==> config.mk <==
export PLATFORM = sky130hd
export DESIGN_NAME = aafm_top
export DESIGN_NICKNAME = d
export VERILOG_FILES = /design/src/verilog/aafm_pkg.sv /design/src/verilog/aafm_format.sv /design/src/verilog/aafm_top.sv
export VERILOG_INCLUDE_DIRS = /design/src /design/src/verilog
export SDC_FILE = /design/constraint.sdc
export NUM_CORES = 1
export LEC_CHECK = 0
export ABC_AREA = 1
export ABC_CLOCK_PERIOD_IN_PS = 3410
export BUFFER_PORTS_ARGS = -buffer_cell sky130_fd_sc_hd__buf_2
export CORE_MARGIN = 2
export CORE_UTILIZATION = 50
export CTS_CLUSTER_SIZE = 8
export DETAILED_ROUTE_END_ITERATION = 16
export PLACE_DENSITY = 0.7
export SLEW_MARGIN = 0
export SYNTH_ARGS = -nofsm -noshare
export SYNTH_HDL_FRONTEND = slang
export SYNTH_SLANG_ARGS = --single-unit
export TNS_END_PERCENT = 5
==> constraint.sdc <==
create_clock -name CLOCK_I -period 3.41 [get_ports CLOCK_I]
set_input_delay 0.1705 -clock CLOCK_I [delete_from_list [all_inputs] [get_ports CLOCK_I]]
set_output_delay 0.1705 -clock CLOCK_I [all_outputs]
set_load 0.01 [all_outputs]
==> src/verilog/aafm_map.svh <==
// Register offsets, field positions and reset values of the back end.
`ifndef AAFM_MAP_SVH
`define AAFM_MAP_SVH

`define AAFM_ADDR_W 8
`define AAFM_DATA_W 16
`define AAFM_MUX_W 7
`define AAFM_SAMPLE_W 12
`define AAFM_ACC_W 19

`define AAFM_OFF_CTRL_A 8'h00
`define AAFM_OFF_CTRL_B 8'h01
`define AAFM_OFF_MUX_POS 8'h02
`define AAFM_OFF_MUX_NEG 8'h03
`define AAFM_OFF_COMMAND 8'h04
`define AAFM_OFF_RESULT 8'h05
`define AAFM_OFF_STATUS 8'h06
`define AAFM_OFF_HOLD 8'h07

`define AAFM_CTRLA_LEFT_BIT 0
`define AAFM_CTRLA_DIFF_BIT 1
`define AAFM_CMD_GO_BIT 0
`define AAFM_STAT_BUSY_BIT 0
`define AAFM_STAT_NEW_BIT 1
`define AAFM_STAT_CNT_LSB 8

`define AAFM_CTRLB_RESET 3'h0
`define AAFM_MUX_RESET 7'h00
`define AAFM_RESULT_RESET 16'h0000
`define AAFM_TRUNC_FROM 3'h4

`endif

==> src/verilog/aafm_pkg.sv <==
// Types shared by the accumulate and format back end.
package aafm_pkg;
  typedef enum logic {
    AAFM_IDLE,
    AAFM_RUN
  } aafm_state_t;
  typedef logic [15:0] aafm_word_t;
  typedef logic [7:0] aafm_addr_t;
  typedef logic [6:0] aafm_mux_t;
  typedef logic [11:0] aafm_sample_t;
  typedef logic [2:0] aafm_count_sel_t;
  typedef logic [18:0] aafm_acc_t;
endpackage

==> src/verilog/aafm_format.sv <==
// Formats the accumulated sum into the 16-bit result word.
`timescale 1ns/1ps
`default_nettype none
`include "aafm_map.svh"
module aafm_format
  import aafm_pkg::*;
(
  input wire aafm_pkg::aafm_acc_t acc_i,
  input wire aafm_pkg::aafm_count_sel_t count_sel_i,
  input wire logic left_i,
  input wire logic diff_i,
  output logic [15:0] result_o
);
  wire small_cnt;
  wire [2:0] up_amt;
  wire [2:0] dn_amt;
  wire [18:0] up_val;
  wire [18:0] dn_val;
  wire [15:0] small_val;

  assign small_cnt = (count_sel_i <= `AAFM_TRUNC_FROM);
  assign up_amt = `AAFM_TRUNC_FROM - count_sel_i;
  assign dn_amt = count_sel_i - `AAFM_TRUNC_FROM;
  // Left adjust moves the widened sum so its top bit lands in bit 15.
  assign up_val = acc_i << up_amt;
  // Above 16 samples low bits are dropped; the shift keeps the sign.
  assign dn_val = diff_i ? 19'($signed(acc_i) >>> dn_amt)
                         : (acc_i >> dn_amt);
  // The accumulator is already zero or sign extended, so right adjust
  // only needs the low 16 bits.
  assign small_val = left_i ? up_val[15:0] : acc_i[15:0];
  assign result_o = small_cnt ? small_val : dn_val[15:0];
endmodule
`default_nettype wire

==> src/verilog/aafm_top.sv <==
// Accumulate, format and channel hold logic of the converter back end.
//
// Operation
// - Right-adjust result by default, low byte LSbs.
// - Left-adjust bit moves MSbs into high byte.
// - Sum back-to-back samples, count from control B.
// - Above 16 samples, truncate LSbs to fit.
// - Single-ended widths 12..16 bits, zero fill.
// - Differential same widths, sign fill, truncated.
// - Single-ended uses positive select; differential both.
// - Channel selects pass through a holding register.
// - Idle: holding register tracks every select write.
// - Conversion running: holding register frozen.
// - Tracking resumes in the final conversion cycle.
// - Go bit write starts conversion next edge.
// - Single-ended unsigned, differential two's complement.
//
// Added by the designer: the address map and strobed register access.
`timescale 1ns/1ps
`default_nettype none
`include "aafm_map.svh"
module aafm_top
  import aafm_pkg::*;
(
  input wire logic CLOCK_I,
  input wire logic SYS_RST_I,
  input wire aafm_pkg::aafm_addr_t ADDR_I,
  input wire aafm_pkg::aafm_word_t WDATA_I,
  input wire logic WR_I,
  input wire logic RD_I,
  output aafm_pkg::aafm_word_t RDATA_O,
  input wire logic SAMPLE_VALID_I,
  input wire aafm_pkg::aafm_sample_t SAMPLE_DATA_I,
  input wire logic FINAL_CYCLE_I,
  output logic SAMPLE_START_O,
  output aafm_pkg::aafm_mux_t AIN_POS_O,
  output aafm_pkg::aafm_mux_t AIN_NEG_O,
  output logic DIFF_MODE_O,
  output logic BUSY_O,
  output logic RESULT_READY_O
);
  import aafm_pkg::*;

  // Software-visible configuration.
  logic left_r;
  logic diff_r;
  aafm_count_sel_t cnt_sel_r;
  aafm_mux_t pos_r;
  aafm_mux_t neg_r;
  aafm_word_t result_r;
  logic new_r;
  logic go_r;

  // Conversion sequencing.
  aafm_state_t state_r;
  aafm_state_t state_nxt;
  aafm_acc_t acc_r;
  aafm_acc_t acc_nxt;
  logic [7:0] done_r;
  logic [7:0] done_nxt;
  aafm_count_sel_t run_sel_r;
  logic run_left_r;
  logic run_diff_r;
  logic start_r;
  logic ready_r;

  // Channel holding register and its outputs.
  aafm_mux_t hold_pos_r;
  aafm_mux_t hold_neg_r;
  aafm_word_t rdata_r;

  // Register decode.
  wire wr_ctrl_a;
  wire wr_ctrl_b;
  wire wr_pos;
  wire wr_neg;
  wire wr_cmd;
  wire rd_result;
  assign wr_ctrl_a = WR_I && (ADDR_I == `AAFM_OFF_CTRL_A);
  assign wr_ctrl_b = WR_I && (ADDR_I == `AAFM_OFF_CTRL_B);
  assign wr_pos = WR_I && (ADDR_I == `AAFM_OFF_MUX_POS);
  assign wr_neg = WR_I && (ADDR_I == `AAFM_OFF_MUX_NEG);
  assign wr_cmd = WR_I && (ADDR_I == `AAFM_OFF_COMMAND);
  assign rd_result = RD_I && (ADDR_I == `AAFM_OFF_RESULT);

  // A go write while a conversion runs is ignored; the bit is already set.
  wire go_req;
  assign go_req = wr_cmd && WDATA_I[`AAFM_CMD_GO_BIT]
                  && (state_r == AAFM_IDLE);

  // Sample extension: unsigned for single-ended, signed for differential.
  wire [6:0] ext_bits;
  wire [18:0] sample_ext;
  assign ext_bits = run_diff_r ? {7{SAMPLE_DATA_I[11]}} : 7'h00;
  assign sample_ext = {ext_bits, SAMPLE_DATA_I};

  // Number of samples to accumulate in total, as 2 to the power of the selection.
  wire [7:0] target;
  wire last_sample;
  wire finish;
  assign target = 8'(8'h01 << run_sel_r);
  assign last_sample = (done_r + 8'h01) == target;
  assign finish = (state_r == AAFM_RUN) && SAMPLE_VALID_I && last_sample;

  // Formatting sees the sum including the sample that arrives now, so the
  // result register is written in the same edge as the last addition.
  wire [15:0] fmt_result;
  aafm_format u_format (
    .acc_i(acc_nxt),
    .count_sel_i(run_sel_r),
    .left_i(run_left_r),
    .diff_i(run_diff_r),
    .result_o(fmt_result)
  );

  // The holding register tracks while idle and in the final cycle of a
  // running conversion; otherwise the sampled input must not move.
  wire hold_track;
  assign hold_track = (state_r == AAFM_IDLE) || FINAL_CYCLE_I;

  // Next-state logic of the sequencer.
  always_comb begin
    state_nxt = state_r;
    acc_nxt = acc_r;
    done_nxt = done_r;
    case (state_r)
      AAFM_IDLE: begin
        if (go_req) begin
          state_nxt = AAFM_RUN;
          acc_nxt = '0;
          done_nxt = 8'h00;
        end
      end
      AAFM_RUN: begin
        if (SAMPLE_VALID_I) begin
          acc_nxt = 19'(acc_r + sample_ext);
          done_nxt = 8'(done_r + 8'h01);
          if (last_sample) begin
            state_nxt = AAFM_IDLE;
          end
        end
      end
      default: begin
        state_nxt = AAFM_IDLE;
      end
    endcase
  end

  always_ff @(posedge CLOCK_I) begin
    if (SYS_RST_I) begin
      state_r <= AAFM_IDLE;
      acc_r <= '0;
      done_r <= 8'h00;
    end else begin
      state_r <= state_nxt;
      acc_r <= acc_nxt;
      done_r <= done_nxt;
    end
  end

  // Configuration writes. Settings are copied at the start so that a write
  // in the middle of an accumulation cannot mix two formats in one result.
  wire left_nxt;
  wire diff_nxt;
  wire [2:0] cnt_sel_nxt;
  wire [6:0] pos_nxt;
  wire [6:0] neg_nxt;
  assign left_nxt = wr_ctrl_a ? WDATA_I[`AAFM_CTRLA_LEFT_BIT]
                              : left_r;
  assign diff_nxt = wr_ctrl_a ? WDATA_I[`AAFM_CTRLA_DIFF_BIT]
                              : diff_r;
  assign cnt_sel_nxt = wr_ctrl_b ? WDATA_I[2:0] : cnt_sel_r;
  assign pos_nxt = wr_pos ? WDATA_I[6:0] : pos_r;
  assign neg_nxt = wr_neg ? WDATA_I[6:0] : neg_r;

  always_ff @(posedge CLOCK_I) begin
    if (SYS_RST_I) begin
      left_r <= 1'b0;
      diff_r <= 1'b0;
      cnt_sel_r <= `AAFM_CTRLB_RESET;
    end else begin
      left_r <= left_nxt;
      diff_r <= diff_nxt;
      cnt_sel_r <= cnt_sel_nxt;
    end
  end

  always_ff @(posedge CLOCK_I) begin
    if (SYS_RST_I) begin
      pos_r <= `AAFM_MUX_RESET;
      neg_r <= `AAFM_MUX_RESET;
    end else begin
      pos_r <= pos_nxt;
      neg_r <= neg_nxt;
    end
  end

  // Copies of the settings that the running accumulation uses.
  wire [2:0] run_sel_nxt;
  wire run_left_nxt;
  wire run_diff_nxt;
  assign run_sel_nxt = go_req ? cnt_sel_r : run_sel_r;
  assign run_left_nxt = go_req ? left_r : run_left_r;
  assign run_diff_nxt = go_req ? diff_r : run_diff_r;

  always_ff @(posedge CLOCK_I) begin
    if (SYS_RST_I) begin
      run_sel_r <= `AAFM_CTRLB_RESET;
      run_left_r <= 1'b0;
      run_diff_r <= 1'b0;
    end else begin
      run_sel_r <= run_sel_nxt;
      run_left_r <= run_left_nxt;
      run_diff_r <= run_diff_nxt;
    end
  end

  // Go bit stays set for the whole accumulation and one sample is
  // requested from the core at the start and after each returned sample but the last.
  wire go_nxt;
  wire start_nxt;
  assign go_nxt = (go_r || go_req) && !finish;
  assign start_nxt = go_req || ((state_r == AAFM_RUN) && SAMPLE_VALID_I
                                && !last_sample);

  always_ff @(posedge CLOCK_I) begin
    if (SYS_RST_I) begin
      go_r <= 1'b0;
      start_r <= 1'b0;
      ready_r <= 1'b0;
    end else begin
      go_r <= go_nxt;
      start_r <= start_nxt;
      ready_r <= finish;
    end
  end

  // Result is only written once the last configured sample is in. The new
  // flag is set by hardware and cleared by a read; the set wins.
  wire [15:0] result_nxt;
  wire new_nxt;
  assign result_nxt = finish ? fmt_result : result_r;
  assign new_nxt = finish || (new_r && !rd_result);

  always_ff @(posedge CLOCK_I) begin
    if (SYS_RST_I) begin
      result_r <= `AAFM_RESULT_RESET;
      new_r <= 1'b0;
    end else begin
      result_r <= result_nxt;
      new_r <= new_nxt;
    end
  end

  // Holding register between the select registers and the multiplexer.
  // It copies the written value, so it follows a write by one cycle.
  // Tracking every idle cycle costs that lag but needs no write detect.
  wire [6:0] hold_pos_nxt;
  wire [6:0] hold_neg_nxt;
  assign hold_pos_nxt = hold_track ? pos_r : hold_pos_r;
  assign hold_neg_nxt = hold_track ? neg_r : hold_neg_r;

  always_ff @(posedge CLOCK_I) begin
    if (SYS_RST_I) begin
      hold_pos_r <= `AAFM_MUX_RESET;
      hold_neg_r <= `AAFM_MUX_RESET;
    end else begin
      hold_pos_r <= hold_pos_nxt;
      hold_neg_r <= hold_neg_nxt;
    end
  end

  // Single-ended conversions drive no negative selection to the core.
  logic [6:0] ain_neg_r;
  logic diff_out_r;
  // During a run the latched mode decides, so a control write made
  // mid-run cannot switch the negative input under a sample.
  wire mode_diff;
  wire [6:0] ain_neg_nxt;
  assign mode_diff = (state_r == AAFM_RUN) ? run_diff_r : diff_r;
  assign ain_neg_nxt = mode_diff ? hold_neg_r : `AAFM_MUX_RESET;

  always_ff @(posedge CLOCK_I) begin
    if (SYS_RST_I) begin
      ain_neg_r <= `AAFM_MUX_RESET;
      diff_out_r <= 1'b0;
    end else begin
      diff_out_r <= mode_diff;
      ain_neg_r <= ain_neg_nxt;
    end
  end

  // Read mux; unmapped offsets read as zero. Each offset gates its own
  // word and the words are ORed, so no priority between them is implied.
  wire [15:0] stat_word;
  wire [15:0] hold_word;
  wire [15:0] rd_mux;
  wire hit_ctrl_a;
  wire hit_ctrl_b;
  wire hit_pos;
  wire hit_neg;
  wire hit_cmd;
  wire hit_result;
  wire hit_stat;
  wire hit_hold;
  assign stat_word = {done_r, 6'h00, new_r, go_r};
  assign hold_word = {1'b0, hold_neg_r, 1'b0, hold_pos_r};
  assign hit_ctrl_a = (ADDR_I == `AAFM_OFF_CTRL_A);
  assign hit_ctrl_b = (ADDR_I == `AAFM_OFF_CTRL_B);
  assign hit_pos = (ADDR_I == `AAFM_OFF_MUX_POS);
  assign hit_neg = (ADDR_I == `AAFM_OFF_MUX_NEG);
  assign hit_cmd = (ADDR_I == `AAFM_OFF_COMMAND);
  assign hit_result = (ADDR_I == `AAFM_OFF_RESULT);
  assign hit_stat = (ADDR_I == `AAFM_OFF_STATUS);
  assign hit_hold = (ADDR_I == `AAFM_OFF_HOLD);
  assign rd_mux = ({16{hit_ctrl_a}} & {14'h0000, diff_r, left_r})
                | ({16{hit_ctrl_b}} & {13'h0000, cnt_sel_r})
                | ({16{hit_pos}} & {9'h000, pos_r})
                | ({16{hit_neg}} & {9'h000, neg_r})
                | ({16{hit_cmd}} & {15'h0000, go_r})
                | ({16{hit_result}} & result_r)
                | ({16{hit_stat}} & stat_word)
                | ({16{hit_hold}} & hold_word);

  // Read data stands only in the cycle after the strobe.
  // Zero outside the answer cycle lets a host OR several read buses.
  wire [15:0] rdata_nxt;
  assign rdata_nxt = RD_I ? rd_mux : 16'h0000;
  always_ff @(posedge CLOCK_I) begin
    if (SYS_RST_I) begin
      rdata_r <= 16'h0000;
    end else begin
      rdata_r <= rdata_nxt;
    end
  end

  assign RDATA_O = rdata_r;
  assign SAMPLE_START_O = start_r;
  assign AIN_POS_O = hold_pos_r;
  assign AIN_NEG_O = ain_neg_r;
  assign DIFF_MODE_O = diff_out_r;
  assign BUSY_O = go_r;
  assign RESULT_READY_O = ready_r;
endmodule
`default_nettype wire

After elaboration in Yosys (flattened, before gate mapping)

Cells that the tools add are included.

$add $sub $neg: 4
Magnitude comparators: 1
Equality and inequality tests: 10
Shift-type cells: 4
Mux-type cells: 15
Bitwise logic cells: 18
Reductions and logical operators: 24

Operators by type and width:

| cell                | count |
|---|---|
| $or 16x16->16       | 7 |
| $mux 16             | 3 |
| $mux 19             | 2 |
| $pmux 19 s2         | 1 |
| $and 16x16->16      | 2 |
| $and 16x7->16       | 2 |
| $eq 8x3->1 const B  | 4 |
| $add 19x19->19      | 1 |
| $shl 19x3->16       | 1 |
| $shr 19x3->16       | 1 |
| $sshr 19x3->16      | 1 |
| $and 16x1->16       | 1 |
| $and 16x15->16      | 1 |
| $and 16x2->16       | 1 |
| $and 16x3->16       | 1 |
| $eq 8x2->1 const B  | 2 |
| $mux 8              | 2 |
| $pmux 8 s2          | 1 |
| $logic_and 1x1->1   | 13 |
| $add 8x1->8 const B | 1 |
| $eq 8x1->1 const B  | 1 |
| $eq 8x8->1          | 1 |
| $logic_not 8->1     | 1 |
| $shl 1x3->8 const A | 1 |
| other kinds (12)    | 24 |

Register bits after elaboration: 110
Bits of input ports: 42
Output and inout port bits: 34
Logic and storage cells: 97

Logic depth before layout (Yosys ltp)

Gate-level depths: netlist of run 1.

Word-level depth: 9
Gate-level depth with buffers: 21
Gate-level depth less buffers: 21

Cells and area by module

From an unflattened synthesis of run 1, not the netlist that was laid out.

Cell total of the unflattened synthesis: 1,126
Area total of the unflattened synthesis: 6,985.4 um^2

Modules (own cells, without submodules):

| module      | instances | cells an instance | area each (um^2) | seq. area each (um^2) |
|---|---|---|---|---|
| aafm_top    | 1         | 850               | 5,654.2          | 2,202.1 |
| aafm_format | 1         | 276               | 1,331.3          | 0.0 |

Worst setup path after synthesis of run 1

Ideal clock, no wire load.

Path kind: reg2reg
Start point: register run_sel_r[1]
End point: register result_r[2]
Library setup time: 113 ps
Arrival time: 2,467 ps
Required time: 3,297 ps
Slack: 829 ps
Stages on the path, launching flop included: 18
Path through: dfxtp_1 buf_4 clkinv_1 clkbuf_1 ha_1 ha_1 xor2_1 nand3_1 nor2_1 nand2_1 nor3_1 nand4_2 nor2_4 inv_4 nand2_1 inv_1 nand2_1 nand2_1

Word-level cells in the longest chain between the ends: 4
Elaborated cells between the ends (all ways): 12

Ends and longest elaborated chain:

| item                                        | line                                 | source |
|---|---|---|
| start, declared                             | aafm_top.sv:61                       | `aafm_count_sel_t run_sel_r;` |
| start signal, assigned                      | aafm_top.sv:208                      | `` run_sel_r <= `AAFM_CTRLB_RESET; `` |
| start signal, assigned                      | aafm_top.sv:212                      | `run_sel_r <= run_sel_nxt;` |
| $sub 3x3->3 (no source line)                | -                                    |  |
| $shr 19x3->16, or another cell as far along | aafm_format.sv:28                    | `: (acc_i >> dn_amt);` |
| $mux 16 (on tied branches)                  | aafm_format.sv:27, aafm_format.sv:31 |  |
| $mux 16                                     | aafm_format.sv:32                    | `assign result_o = small_cnt ? small_val : dn_val[15:0];` |
| end signal, assigned                        | aafm_top.sv:247                      | `` result_r <= `AAFM_RESULT_RESET; `` |
| end signal, assigned                        | aafm_top.sv:250                      | `result_r <= result_nxt;` |
| end, declared                               | aafm_top.sv:50                       | `aafm_word_t result_r;` |

Parallel ways exist; a longest one is shown, timed or not.
A chain may end at the register's enable or synchronous reset.

Final worst setup path of run 1

Start point: register acc_r[0]
End point: register result_r[13]

Word-level cells in the longest chain between the ends: 6
Elaborated cells between the ends (all ways): 10

Ends and longest elaborated chain:

| item                                        | line                                 | source |
|---|---|---|
| start, declared                             | aafm_top.sv:57                       | `aafm_acc_t acc_r;` |
| start signal, assigned                      | aafm_top.sv:156                      | `acc_r <= acc_nxt;` |
| $add 19x19->19                              | aafm_top.sv:136                      | `acc_nxt = 19'(acc_r + sample_ext);` |
| $mux 19                                     | aafm_top.sv:135                      | `if (SAMPLE_VALID_I) begin` |
| $pmux 19 s2 *                               | aafm_top.sv:126                      | `case (state_r)` |
| $shr 19x3->16, or another cell as far along | aafm_format.sv:28                    |  |
| $mux 16 (on tied branches)                  | aafm_format.sv:27, aafm_format.sv:31 |  |
| $mux 16 *                                   | aafm_format.sv:32                    |  |

Mark *: on every way between the ends. The rest lies on a longest branch, timed or not.

==> results_dict.tcl, run 1 <==
set metrics [dict create \
    status "complete, no violations" \
    timing.hold.ws_ns 0.08330 \
    finalSetupViolations 0 \
    place.gp.congestion 0.9347 \
    path_clk_slew_ns 0.08 \
    syn_area_per_cell_um2 6.153 \
    antenna_violations_before_repair 0 \
    routed-via-count 7523 \
    num_io_pins 76 \
    share_of_synthesized_area_occupied_by_flip_flops_and_latches_pct 31.01 \
    post_cts_buffers 0 \
    antenna_cells 0 \
    placementRows 43 \
    ys_async_sr_fraction_pct 0 \
    setup_total_negative_slack_ns 0 \
    drt-wirelength-per-cell_um 14.73 \
    finClkSkew_ns 0.01523 \
    post-dp-hpwl_um 15570 \
    worst_hold_path_type "input pin to register" \
    holdBufCountCts 0 \
    port_buffers 66 \
    syn2layout_area_growth_pct 11.00 \
    layout_worst_path_cycle_share_pct 82.12 \
    route.detailed.vias_per_inst 5.416 \
    yosys_most_used_dff "dfxtp_1" \
    cp_max_fo 4 \
    drv.max_cap_violation_count 0 \
    die_w_um 123.2 \
    detailed_route_wl_um 20460 \
    postSynthRegisterBits 110 \
    pwr_density_cell_nw_per_um2 308.0 \
    max_slew_margin_pct 46.42 \
    design.die.area_um2 15170 \
    worst_setup_path_end_kind "register" \
    global_route.overflow_total 0 \
    post_synth_inst_count 1154 \
    lkg_pwr_nw 3.811 \
    number_of_global_route_vias_before_repair 6799 \
    clkLatencyLatePin_ns 0.36 \
    clock_tree.buffer_depth 2 \
    total_placed_instance_area_um2 7589 \
    hold_viol_final 0 \
    clock_tree.root_cell "clkbuf_16" \
    yosysWarningCount 0 \
    cts.sink_count 110 \
    first_pass_iters 6 \
    type_of_origin_of_the_critical_path "register" \
    max_freq_mhz 357.1 \
    number_of_clock_buffers_inserted_by_tritoncts 9 \
    grt_pass1_wl_um 33720 \
    initial_detailed_routing_violation_count 705 \
    worst_vdd_drop_v 0.0002989 \
    core-area_um2 13880 \
    required_ns 3.71 \
    synth.net_count 1217 \
    tritoncts "yes" \
    layout-drive-gt1-share_pct 11.75 \
    postLayoutCellArea_um2 7881 \
    cts.repair.resized 0 \
    finalCriticalPeriod_ns 2.800 \
    final_core_utilization_pct 56.78 \
    syn-cell-area_um2 7101 \
    postRouteAntennaNets 0 \
    start_util_pct 51.15 \
    cts_htree_levels 3 \
    synth_enable_flop_cells 0 \
    report.final.slew_viol_count 0 \
    post_synth_num_cell_types 48 \
    post_layout_instance_count_excluding_filler_cells 1389 \
    place_inst 1373 \
    drc_errors 0 \
    grt_usage_pct 28.13 \
    grt_max_degree 35 \
    grt_setup_unrepaired "false" \
    slew_at_the_pin_with_the_worst_max_slew_slack_ns 0.8037 \
    ws_path_type "register to register" \
    finalNetCount 1267 \
    worst_ep_arrival_time_ns 3.11 \
    die_h_um 123.2 \
]
[report_power, final]
group	internal (mW)	switching (mW)	leakage [nW]	total [mW]
clock	0.517	0.516	0.140	1.03
sequential	1.28	0.000872	0.886	1.28
combinational	0.0355	0.0738	2.79	0.109
total	1.84	0.591	3.81	2.43
[cell usage in the layout, fill, tap and decap left out, drive strengths merged, types with 4 or more instances in the layout]
master | synthesis | routed
clkinv | 5 | 7
nor3 | 8 | 8
buf | 20 | 83
inv | 125 | 128
nand3 | 113 | 113
clkbuf | 24 | 10
a31oi | 4 | 4
o211ai | 5 | 5
a41oi | 5 | 5
ha | 20 | 20
nand4 | 11 | 11
xnor2 | 4 | 4
nand2 | 389 | 389
o221ai | 5 | 5
a21oi | 98 | 98
xor2 | 5 | 5
dfxtp | 110 | 110
nor2 | 97 | 97
o21ai | 87 | 87
[worst paths after layout]
check,to,start,cells after the start,slack (ns)
setup / recovery,result_r[13],acc_r[0],17,0.61
hold / removal,neg_r[3],WDATA_I[3],3,0.08
setup reg to reg,result_r[13],acc_r[0],17,0.61
hold reg to reg,result_r[14],result_r[14],2,0.46
[cell usage after synthesis (all sizes together) (8+ instances only)]
master | instances | area share (%)
dfxtp | 110 | 31
nand3 | 113 | 8.3
o21ai | 87 | 6.2
nand4 | 11 | 1.1
nor2 | 97 | 5.6
nor3 | 8 | 0.70
ha | 20 | 3.5
a21oi | 98 | 7.0
nand2 | 389 | 21
inv | 125 | 6.6
buf | 20 | 1.5
clkbuf | 24 | 1.3
[sequential cells by signal, summed over array words and instances, names as in the netlist]
register	cells
RDATA_O	16
run_diff_r	1
left_r	1
SAMPLE_START_O	1
BUSY_O	1
AIN_POS_O	7
neg_r	7
done_r	8
run_sel_r	3
run_left_r	1
DIFF_MODE_O	1
RESULT_READY_O	1
pos_r	7
cnt_sel_r	3
diff_r	1
acc_r	19
result_r	16
hold_neg_r	7
new_r	1
state_r	1
AIN_NEG_O	7
[logic make-up (layout without fill, tap and decap cells)]
logic type / after synthesis / count (layout) / synth area share, %
buffers and inverters: 174 / 229 / 9.674
AND/OR/NAND/NOR: 622 / 622 / 37.39
AO/OA/AOI/OAI: 218 / 218 / 16.79
adder cells (fa/ha/maj): 21 / 21 / 3.806
XOR/XNOR: 9 / 9 / 1.322
flip-flops: 110 / 110 / 31.01
[worst max-delay path, stage by stage, from the launching register on]
cell	delay, ns
dfxtp_1	0.32
ha_1	0.24
fa_1	0.46
nand3_1	0.11
nand3_1	0.17
nand2_1	0.13
nand2_1	0.05
nand2_1	0.05
nand3_1	0.15
nand2_1	0.14
nand2_1	0.11
nand3_1	0.11
nand2_1	0.08
o21ai_0	0.25
o21ai_0	0.15
nand2_1	0.09
nand3_1	0.09
nand2_1	0.06
[metal layers]
| layer | vias up | routed length (µm) | global-route usage, % |
|---|---|---|---|
| li1 | 3860 | - | - |
| met1 | 3355 | 9319 | 39.06 |
| met2 | 270 | 9244 | 44.44 |
| met3 | 38 | 1320 | 3.828 |
| met4 | 0 | 573 | 10.44 |
| met5 | - | 0 | 0 |
[area by class of cell]
cell class / instances / area (µm²)
Tap cell: 180 / 225.2
Multi-Input combinational cell: 870 / 4212
Clock inverter: 6 / 63.81
Timing Repair Buffer: 83 / 457.9
Inverter: 130 / 491.7
Clock buffer: 10 / 229.0
Sequential cell: 110 / 2202
Fill cell: 1425 / 6000
[stage by stage]
step | power (mW) | setup slack [ns]
6_report | 2.427 | 0.6097
5_1_grt | 2.508 | 0.3463
4_1_cts | 2.439 | 0.6934
3_5_place_dp | 1.423 | 0.7095
3_3_place_gp | 1.423 | 0.7257
2_1_floorplan | 1.381 | 0.8292
Power figures use the tool's default switching activity.
==> run 2: changes to the inputs <==
--- a/config.mk
+++ b/config.mk
@@ -6,14 +6,14 @@
 export SDC_FILE = /design/constraint.sdc
 export NUM_CORES = 1
 export LEC_CHECK = 0
-export ABC_AREA = 1
-export ABC_CLOCK_PERIOD_IN_PS = 3410
+export ABC_AREA = 0
+export ABC_CLOCK_PERIOD_IN_PS = 2900
 export BUFFER_PORTS_ARGS = -buffer_cell sky130_fd_sc_hd__buf_2
 export CORE_MARGIN = 2
 export CORE_UTILIZATION = 50
 export CTS_CLUSTER_SIZE = 8
 export DETAILED_ROUTE_END_ITERATION = 16
-export PLACE_DENSITY = 0.7
+export PLACE_DENSITY = 0.69
 export SLEW_MARGIN = 0
 export SYNTH_ARGS = -nofsm -noshare
 export SYNTH_HDL_FRONTEND = slang
==> constraint.sdc (replaced) <==
create_clock -name CLOCK_I -period 2.9 [get_ports CLOCK_I]
set_input_delay 0.145 -clock CLOCK_I [delete_from_list [all_inputs] [get_ports CLOCK_I]]
set_output_delay 0.145 -clock CLOCK_I [all_outputs]
set_load 0.01 [all_outputs]
==> run 2 against run 1 <==
Compared with the run above: the flow now finishes with violations (setup timing); sequential share of layout area shrank 3.5 points; die area rose by 5.3%; design area is 14% higher; power increased by 22%; register-to-register slack got worse by 0.76 ns; flip-flop and latch count unchanged; sequential power up 18%; hold slack worse by 0.058 ns; area after synthesis rose by 5.5%; critical endpoint unchanged; largest cell class unchanged; highest routed layer unchanged.
==> results_dict.tcl, run 2 <==
set metrics [dict create \
    place.gp.congestion 0.9743 \
    grt_usage_pct 28.64 \
    route.detailed.vias_per_inst 6.088 \
    share_of_synthesized_area_occupied_by_flip_flops_and_latches_pct 29.39 \
    tritoncts "yes" \
    ws_path_type "register to register" \
    detailed_route_wl_um 22780 \
    antenna_cells 0 \
    antenna_violations_before_repair 0 \
    start_util_pct 51.36 \
    pwr_density_cell_nw_per_um2 327.3 \
    clkLatencyLatePin_ns 0.36 \
    design.die.area_um2 15980 \
    cts.sink_count 110 \
    yosysTopAreaCell "dfxtp_1" \
    nFillCells 1294 \
    clock_tree.buffer_depth 2 \
    report.final.slew_viol_count 0 \
    drt-wirelength-per-cell_um 18.78 \
    cts_htree_levels 3 \
    r2r-start "acc_r[0]" \
    synth_top_cells_by_count "dfxtp_1, nor2_1, nand2_1" \
    most_frequent_cells_in_the_layout "dfxtp_1, buf_4, nor2_1" \
    timing.hold.worst.start "WDATA_I[6]" \
    grt_pass1_wl_um 36960 \
    drc_errors 0 \
    worst_hold_path_type "input pin to register" \
    core-area_um2 14590 \
    grt_setup_unrepaired "true" \
    netlist_top_cells_area "dfxtp_1, mux2i_1, nor2_1" \
    post_synth_num_cell_types 100 \
    syn2layout_area_growth_pct 20.42 \
    layout_worst_path_cycle_share_pct 105.1 \
    initial_detailed_routing_violation_count 527 \
    final_core_utilization_pct 61.85 \
    worst_vdd_drop_v 0.0002730 \
    lkg_pwr_nw 3.658 \
    path_clk_slew_ns 0.08 \
    regMostFlops "acc_r" \
    syn-cell-area_um2 7493 \
    synth.net_count 966 \
    yosysTopAreaCellShare_pct 29.39 \
    yosysWarningCount 0 \
    postRouteAntennaNets 0 \
    synth_enable_flop_cells 0 \
    routed-via-count 7385 \
    port_buffers 66 \
    min_delay_worst_endpoint "pos_r[6]" \
    syn_area_per_cell_um2 8.298 \
    layout_setup_ws_ns -0.1490 \
    post-synth-top-count-cell "dfxtp_1" \
    die_w_um 126.4 \
    cp_max_fo 7 \
    holdBufCountCts 0 \
    violations "setup timing" \
    first_pass_iters 5 \
    required_ns 3.17 \
    end_of_the_worst_register_to_register_path "result_r[13]" \
    post-dp-hpwl_um 17180 \
    number_of_clock_buffers_inserted_by_tritoncts 9 \
    grt_max_degree 43 \
    largest_reg_flops 19 \
    yosys_most_used_dff "dfxtp_1" \
    status "complete, but fails checks" \
    layout-drive-gt1-share_pct 26.14 \
    number_of_global_route_vias_before_repair 6908 \
    worst_setup_path_end_kind "register" \
    global_route.overflow_total 0 \
    type_of_origin_of_the_critical_path "register" \
    max_freq_mhz 328.0 \
    slew_at_the_pin_with_the_worst_max_slew_slack_ns 0.6800 \
    hold_viol_final 0 \
    die_h_um 126.4 \
    timing.reg2reg.worst_path_depth 13 \
    finClkSkew_ns 0.007645 \
    num_io_pins 76 \
    timing.hold.ws_ns 0.02548 \
    finalCriticalPeriod_ns 3.049 \
    max_slew_margin_pct 54.57 \
    post_synth_inst_count 903 \
    ys_async_sr_fraction_pct 0 \
    worst_ep_arrival_time_ns 3.32 \
    placementRows 44 \
    clock_tree.root_cell "clkbuf_16" \
    finalNetCount 1087 \
    drv.max_cap_violation_count 0 \
    postSynthRegisterBits 110 \
    ff2ff_setup_slack_ns -0.15 \
    finalSetupViolations 11 \
    hold-path-cell-count 3 \
    report.power.total_mw 2.953 \
]
-- run 2: cell types whose count changed in the layout (fill, tap and decap cells not counted), sizes merged, moves of 13 or more --
cell    before  now
mux2         0   13
o211ai       5   19
a21oi       98   70
nor3         8   23
nand2      389   94
mux2i        0   49
and2         1   22
nand2b       0   13
o21ai       87   43
buf         83  178
inv        128   19
o31ai        0   15
nand3      113   17
-- run 2: repair_timing --
action,4_1_cts,5_1_grt
setup buffers,6,2
gates resized for setup,27,10
pin swaps,23,13
setup endpoints to repair,15,16
-- run 2: per-layer routing --
| metal | global-route usage [%] | share of wire (%) |
|---|---|---|
| met3 | 4.429 | 6.5 |
| met1 | 40.59 | 45 |
| met2 | 46.15 | 47 |
| met4 | 6.593 | 1.8 |
| met5 | 0 | 0 |
-- run 2: final cells by class --
cell class / count / area [µm²] / share of cell area, %
flip-flops and latches: 110 / 2203 / 24.42
multi-input cells: 709 / 5032 / 55.77
inverters: 16 / 60.06 / 0.6656
repair buffers: 178 / 1191 / 13.20
clock buffers: 9 / 225.2 / 2.496
clock inverters: 7 / 81.33 / 0.9013
well taps: 184 / 230.2 / 2.551
-- run 2: worst max-delay path: stages (launching register included) --
cell and delay (ns):
dfxtp_2 0.34, ha_4 0.16, fa_2 0.38, a211oi_4 0.33
o211ai_4 0.15, a21oi_4 0.26, buf_6 0.13, xnor2_1 0.06
o311ai_2 0.33, buf_4 0.21, o21ai_0 0.11, o211ai_1 0.17
a31oi_1 0.11, nor4_1 0.22
-- run 2: worst max path at each step --
stage | from | endpoint | slack [ns] | depth (start not counted)
global placement | acc_r[0] | result_r[13] | -0.21 | 12
finish | acc_r[0] | result_r[13] | -0.15 | 13
detailed placement | acc_r[0] | result_r[7] | -0.29 | 11
CTS | acc_r[0] | result_r[13] | -0.15 | 12
global route | acc_r[0] | result_r[9] | -0.33 | 12
floorplan | acc_r[0] | result_r[7] | -0.03 | 11
-- run 2: report_power, final --
| part | internal, mW | switching, mW |
|---|---|---|
| Clock | 0.622 | 0.657 |
| Sequential | 1.51 | 0.000677 |
| Combinational | 0.0657 | 0.0993 |
| Total | 2.20 | 0.757 |
-- run 2: kinds of logic after synthesis --
logic type | count (synthesis) | share of synthesized area [%]
AO/OA/AOI/OAI | 273 | 26.20
AND/OR/NAND/NOR | 329 | 21.72
adder cells (fa/ha/maj) | 21 | 3.607
buffers and inverters | 84 | 5.326
flip-flops | 110 | 29.39
XOR/XNOR | 13 | 1.703
multiplexers | 73 | 12.06
-- run 2: per-stage QoR --
step / setup WS, ns / TNS, ns / cell area (µm²) / cells
6_report: -0.1490 / -1.228 / 9024 / 1213
3_5_place_dp: -0.2932 / -2.640 / 8523 / 1190
3_3_place_gp: -0.2099 / -1.652 / 8523 / 1190
2_1_floorplan: -0.02896 / -0.04794 / 7520 / 903
4_1_cts: -0.1533 / -1.307 / 8989 / 1211
5_1_grt: -0.3306 / -3.139 / 9024 / 1213
==> run 3: changes to the inputs <==
--- a/config.mk
+++ b/config.mk
@@ -13,7 +13,7 @@
 export CORE_UTILIZATION = 50
 export CTS_CLUSTER_SIZE = 8
 export DETAILED_ROUTE_END_ITERATION = 16
-export PLACE_DENSITY = 0.69
+export PLACE_DENSITY = 0.75
 export SLEW_MARGIN = 0
 export SYNTH_ARGS = -nofsm -noshare
 export SYNTH_HDL_FRONTEND = slang
==> run 3 against run 2 <==
Compared with the run above: the run still ends with setup timing left; flip-flop and latch count is the same; utilization grew 0.74 points; fmax shrank 0.30%; hold slack improved by 0.019 ns; via count is 2.3% higher; design area is 1.2% higher; power up 0.55%; largest cell class unchanged; largest power group unchanged; highest routed layer unchanged.
==> results_dict.tcl, run 3 (same netlist as run 2, synthesis figures left out) <==
set metrics [dict create \
    regMostFlops "acc_r" \
    initial_detailed_routing_violation_count 791 \
    syn2layout_area_growth_pct 21.86 \
    clock_tree.root_cell "clkbuf_16" \
    first_pass_iters 5 \
    post-dp-hpwl_um 17050 \
    tritoncts "yes" \
    max_slew_margin_pct 52.65 \
    layout_worst_path_cycle_share_pct 105.5 \
    lkg_pwr_nw 3.689 \
    setup_total_negative_slack_ns -0.5606 \
    worst_ep_arrival_time_ns 3.29 \
    drc_errors 0 \
    port_buffers 66 \
    postRouteAntennaNets 0 \
    most_frequent_cells_in_the_layout "buf_4, dfxtp_1, nor2_1" \
    grt_usage_pct 28.21 \
    violations "setup timing" \
    antenna_violations_before_repair 0 \
    global_route.overflow_total 0 \
    finClkSkew_ns 0.008526 \
    holdBufCountCts 0 \
    report.power.total_mw 2.970 \
    dpl_worst_slack_ns -0.2025 \
    layout.cells.most_common "buf_4" \
    grt_pass1_wl_um 36810 \
    finalNetCount 1094 \
    status "complete, but fails checks" \
    die_h_um 126.4 \
    grt_setup_unrepaired "true" \
    type_of_origin_of_the_critical_path "register" \
    timing.hold.ws_ns 0.04414 \
    clkLatencyLatePin_ns 0.35 \
    final_core_utilization_pct 62.59 \
    num_io_pins 76 \
    start_util_pct 51.36 \
    routed-via-count 7553 \
    number_of_global_route_vias_before_repair 7093 \
    cts.sink_count 110 \
    number_of_clock_buffers_inserted_by_tritoncts 9 \
    route.detailed.vias_per_inst 6.191 \
    drt-wirelength-per-cell_um 18.74 \
    cts_htree_levels 3 \
    max_freq_mhz 327.0 \
    ws_path_type "register to register" \
    report.final.slew_viol_count 0 \
    drv.max_cap_violation_count 0 \
    detailed_route_wl_um 22870 \
    finalCriticalPeriod_ns 3.058 \
    place.gp.congestion 0.9390 \
    antenna_cells 0 \
    slew_at_the_pin_with_the_worst_max_slew_slack_ns 0.7069 \
    worst_hold_path_type "input pin to register" \
    placementRows 44 \
    cp_max_fo 5 \
    design.die.area_um2 15980 \
    layout_setup_ws_ns -0.1582 \
    grt_max_degree 31 \
    finalSetupViolations 10 \
    hold_viol_final 0 \
    die_w_um 126.4 \
    layout-drive-gt1-share_pct 27.70 \
    path_clk_slew_ns 0.08 \
    nFillCells 1292 \
    core-area_um2 14590 \
    worst_vdd_drop_v 0.0002657 \
    clock_tree.buffer_depth 2 \
    largest_reg_flops 19 \
    worst_setup_path_end_kind "register" \
    pwr_density_cell_nw_per_um2 325.2 \
    required_ns 3.13 \
]
-- run 3: final timing paths --
| check | startpoint | endpoint | slack [ns] | depth (start not counted) |
|---|---|---|---|---|
| setup / recovery | acc_r[0] | result_r[13] | -0.16 | 13 |
| hold / removal | WDATA_I[3] | neg_r[3] | 0.04 | 3 |
| setup reg to reg | acc_r[0] | result_r[13] | -0.16 | 13 |
| hold reg to reg | hold_neg_r[0] | hold_neg_r[0] | 0.47 | 2 |
-- run 3: what timing repair did --
item                       in CTS  in global routing
gates resized for setup        26                 27
setup buffers                   5                  2
setup endpoints to repair      16                 16
pin swaps                      20                 14
-- run 3: through the flow --
stage	cells	cell area, µm²
global placement	1197	8563
global route	1220	9131
detailed placement	1197	8563
CTS	1218	9032
finish	1220	9131
floorplan	903	7520
-- run 3: layer usage --
layer	track usage [%]	share of wire, %
met2	48.00	49
met3	3.205	6.5
met5	0	0
met4	6.787	1.9
met1	38.45	43
-- run 3: cell type report --
type                    count  area (µm²)  share of cell area [%]
inverters                  16       63.81                  0.6988
flip-flops and latches    110        2205                   24.14
repair buffers            185        1240                   13.58
clock inverters             7       93.84                   1.028
clock buffers               9       225.2                   2.466
well taps                 184       230.2                   2.521
multi-input cells         709        5074                   55.56
-- run 3: power by group --
part | internal, mW | total [mW] | switching [mW]
registers | 1.51 | 1.51 | 0.000673
logic | 0.0655 | 0.165 | 0.0999
clock network | 0.631 | 1.29 | 0.664
total | 2.21 | 2.97 | 0.764
-- run 3: worst max-delay path, cell delays in order (launching register included) --
cell	delay (ns)
dfxtp_2	0.34
ha_4	0.16
fa_2	0.38
a211oi_4	0.31
o211ai_4	0.14
a21oi_4	0.24
mux2i_1	0.25
mux2i_1	0.09
buf_4	0.15
o211ai_1	0.21
o211ai_1	0.13
buf_4	0.17
a2111oi_4	0.28
nor4_1	0.08
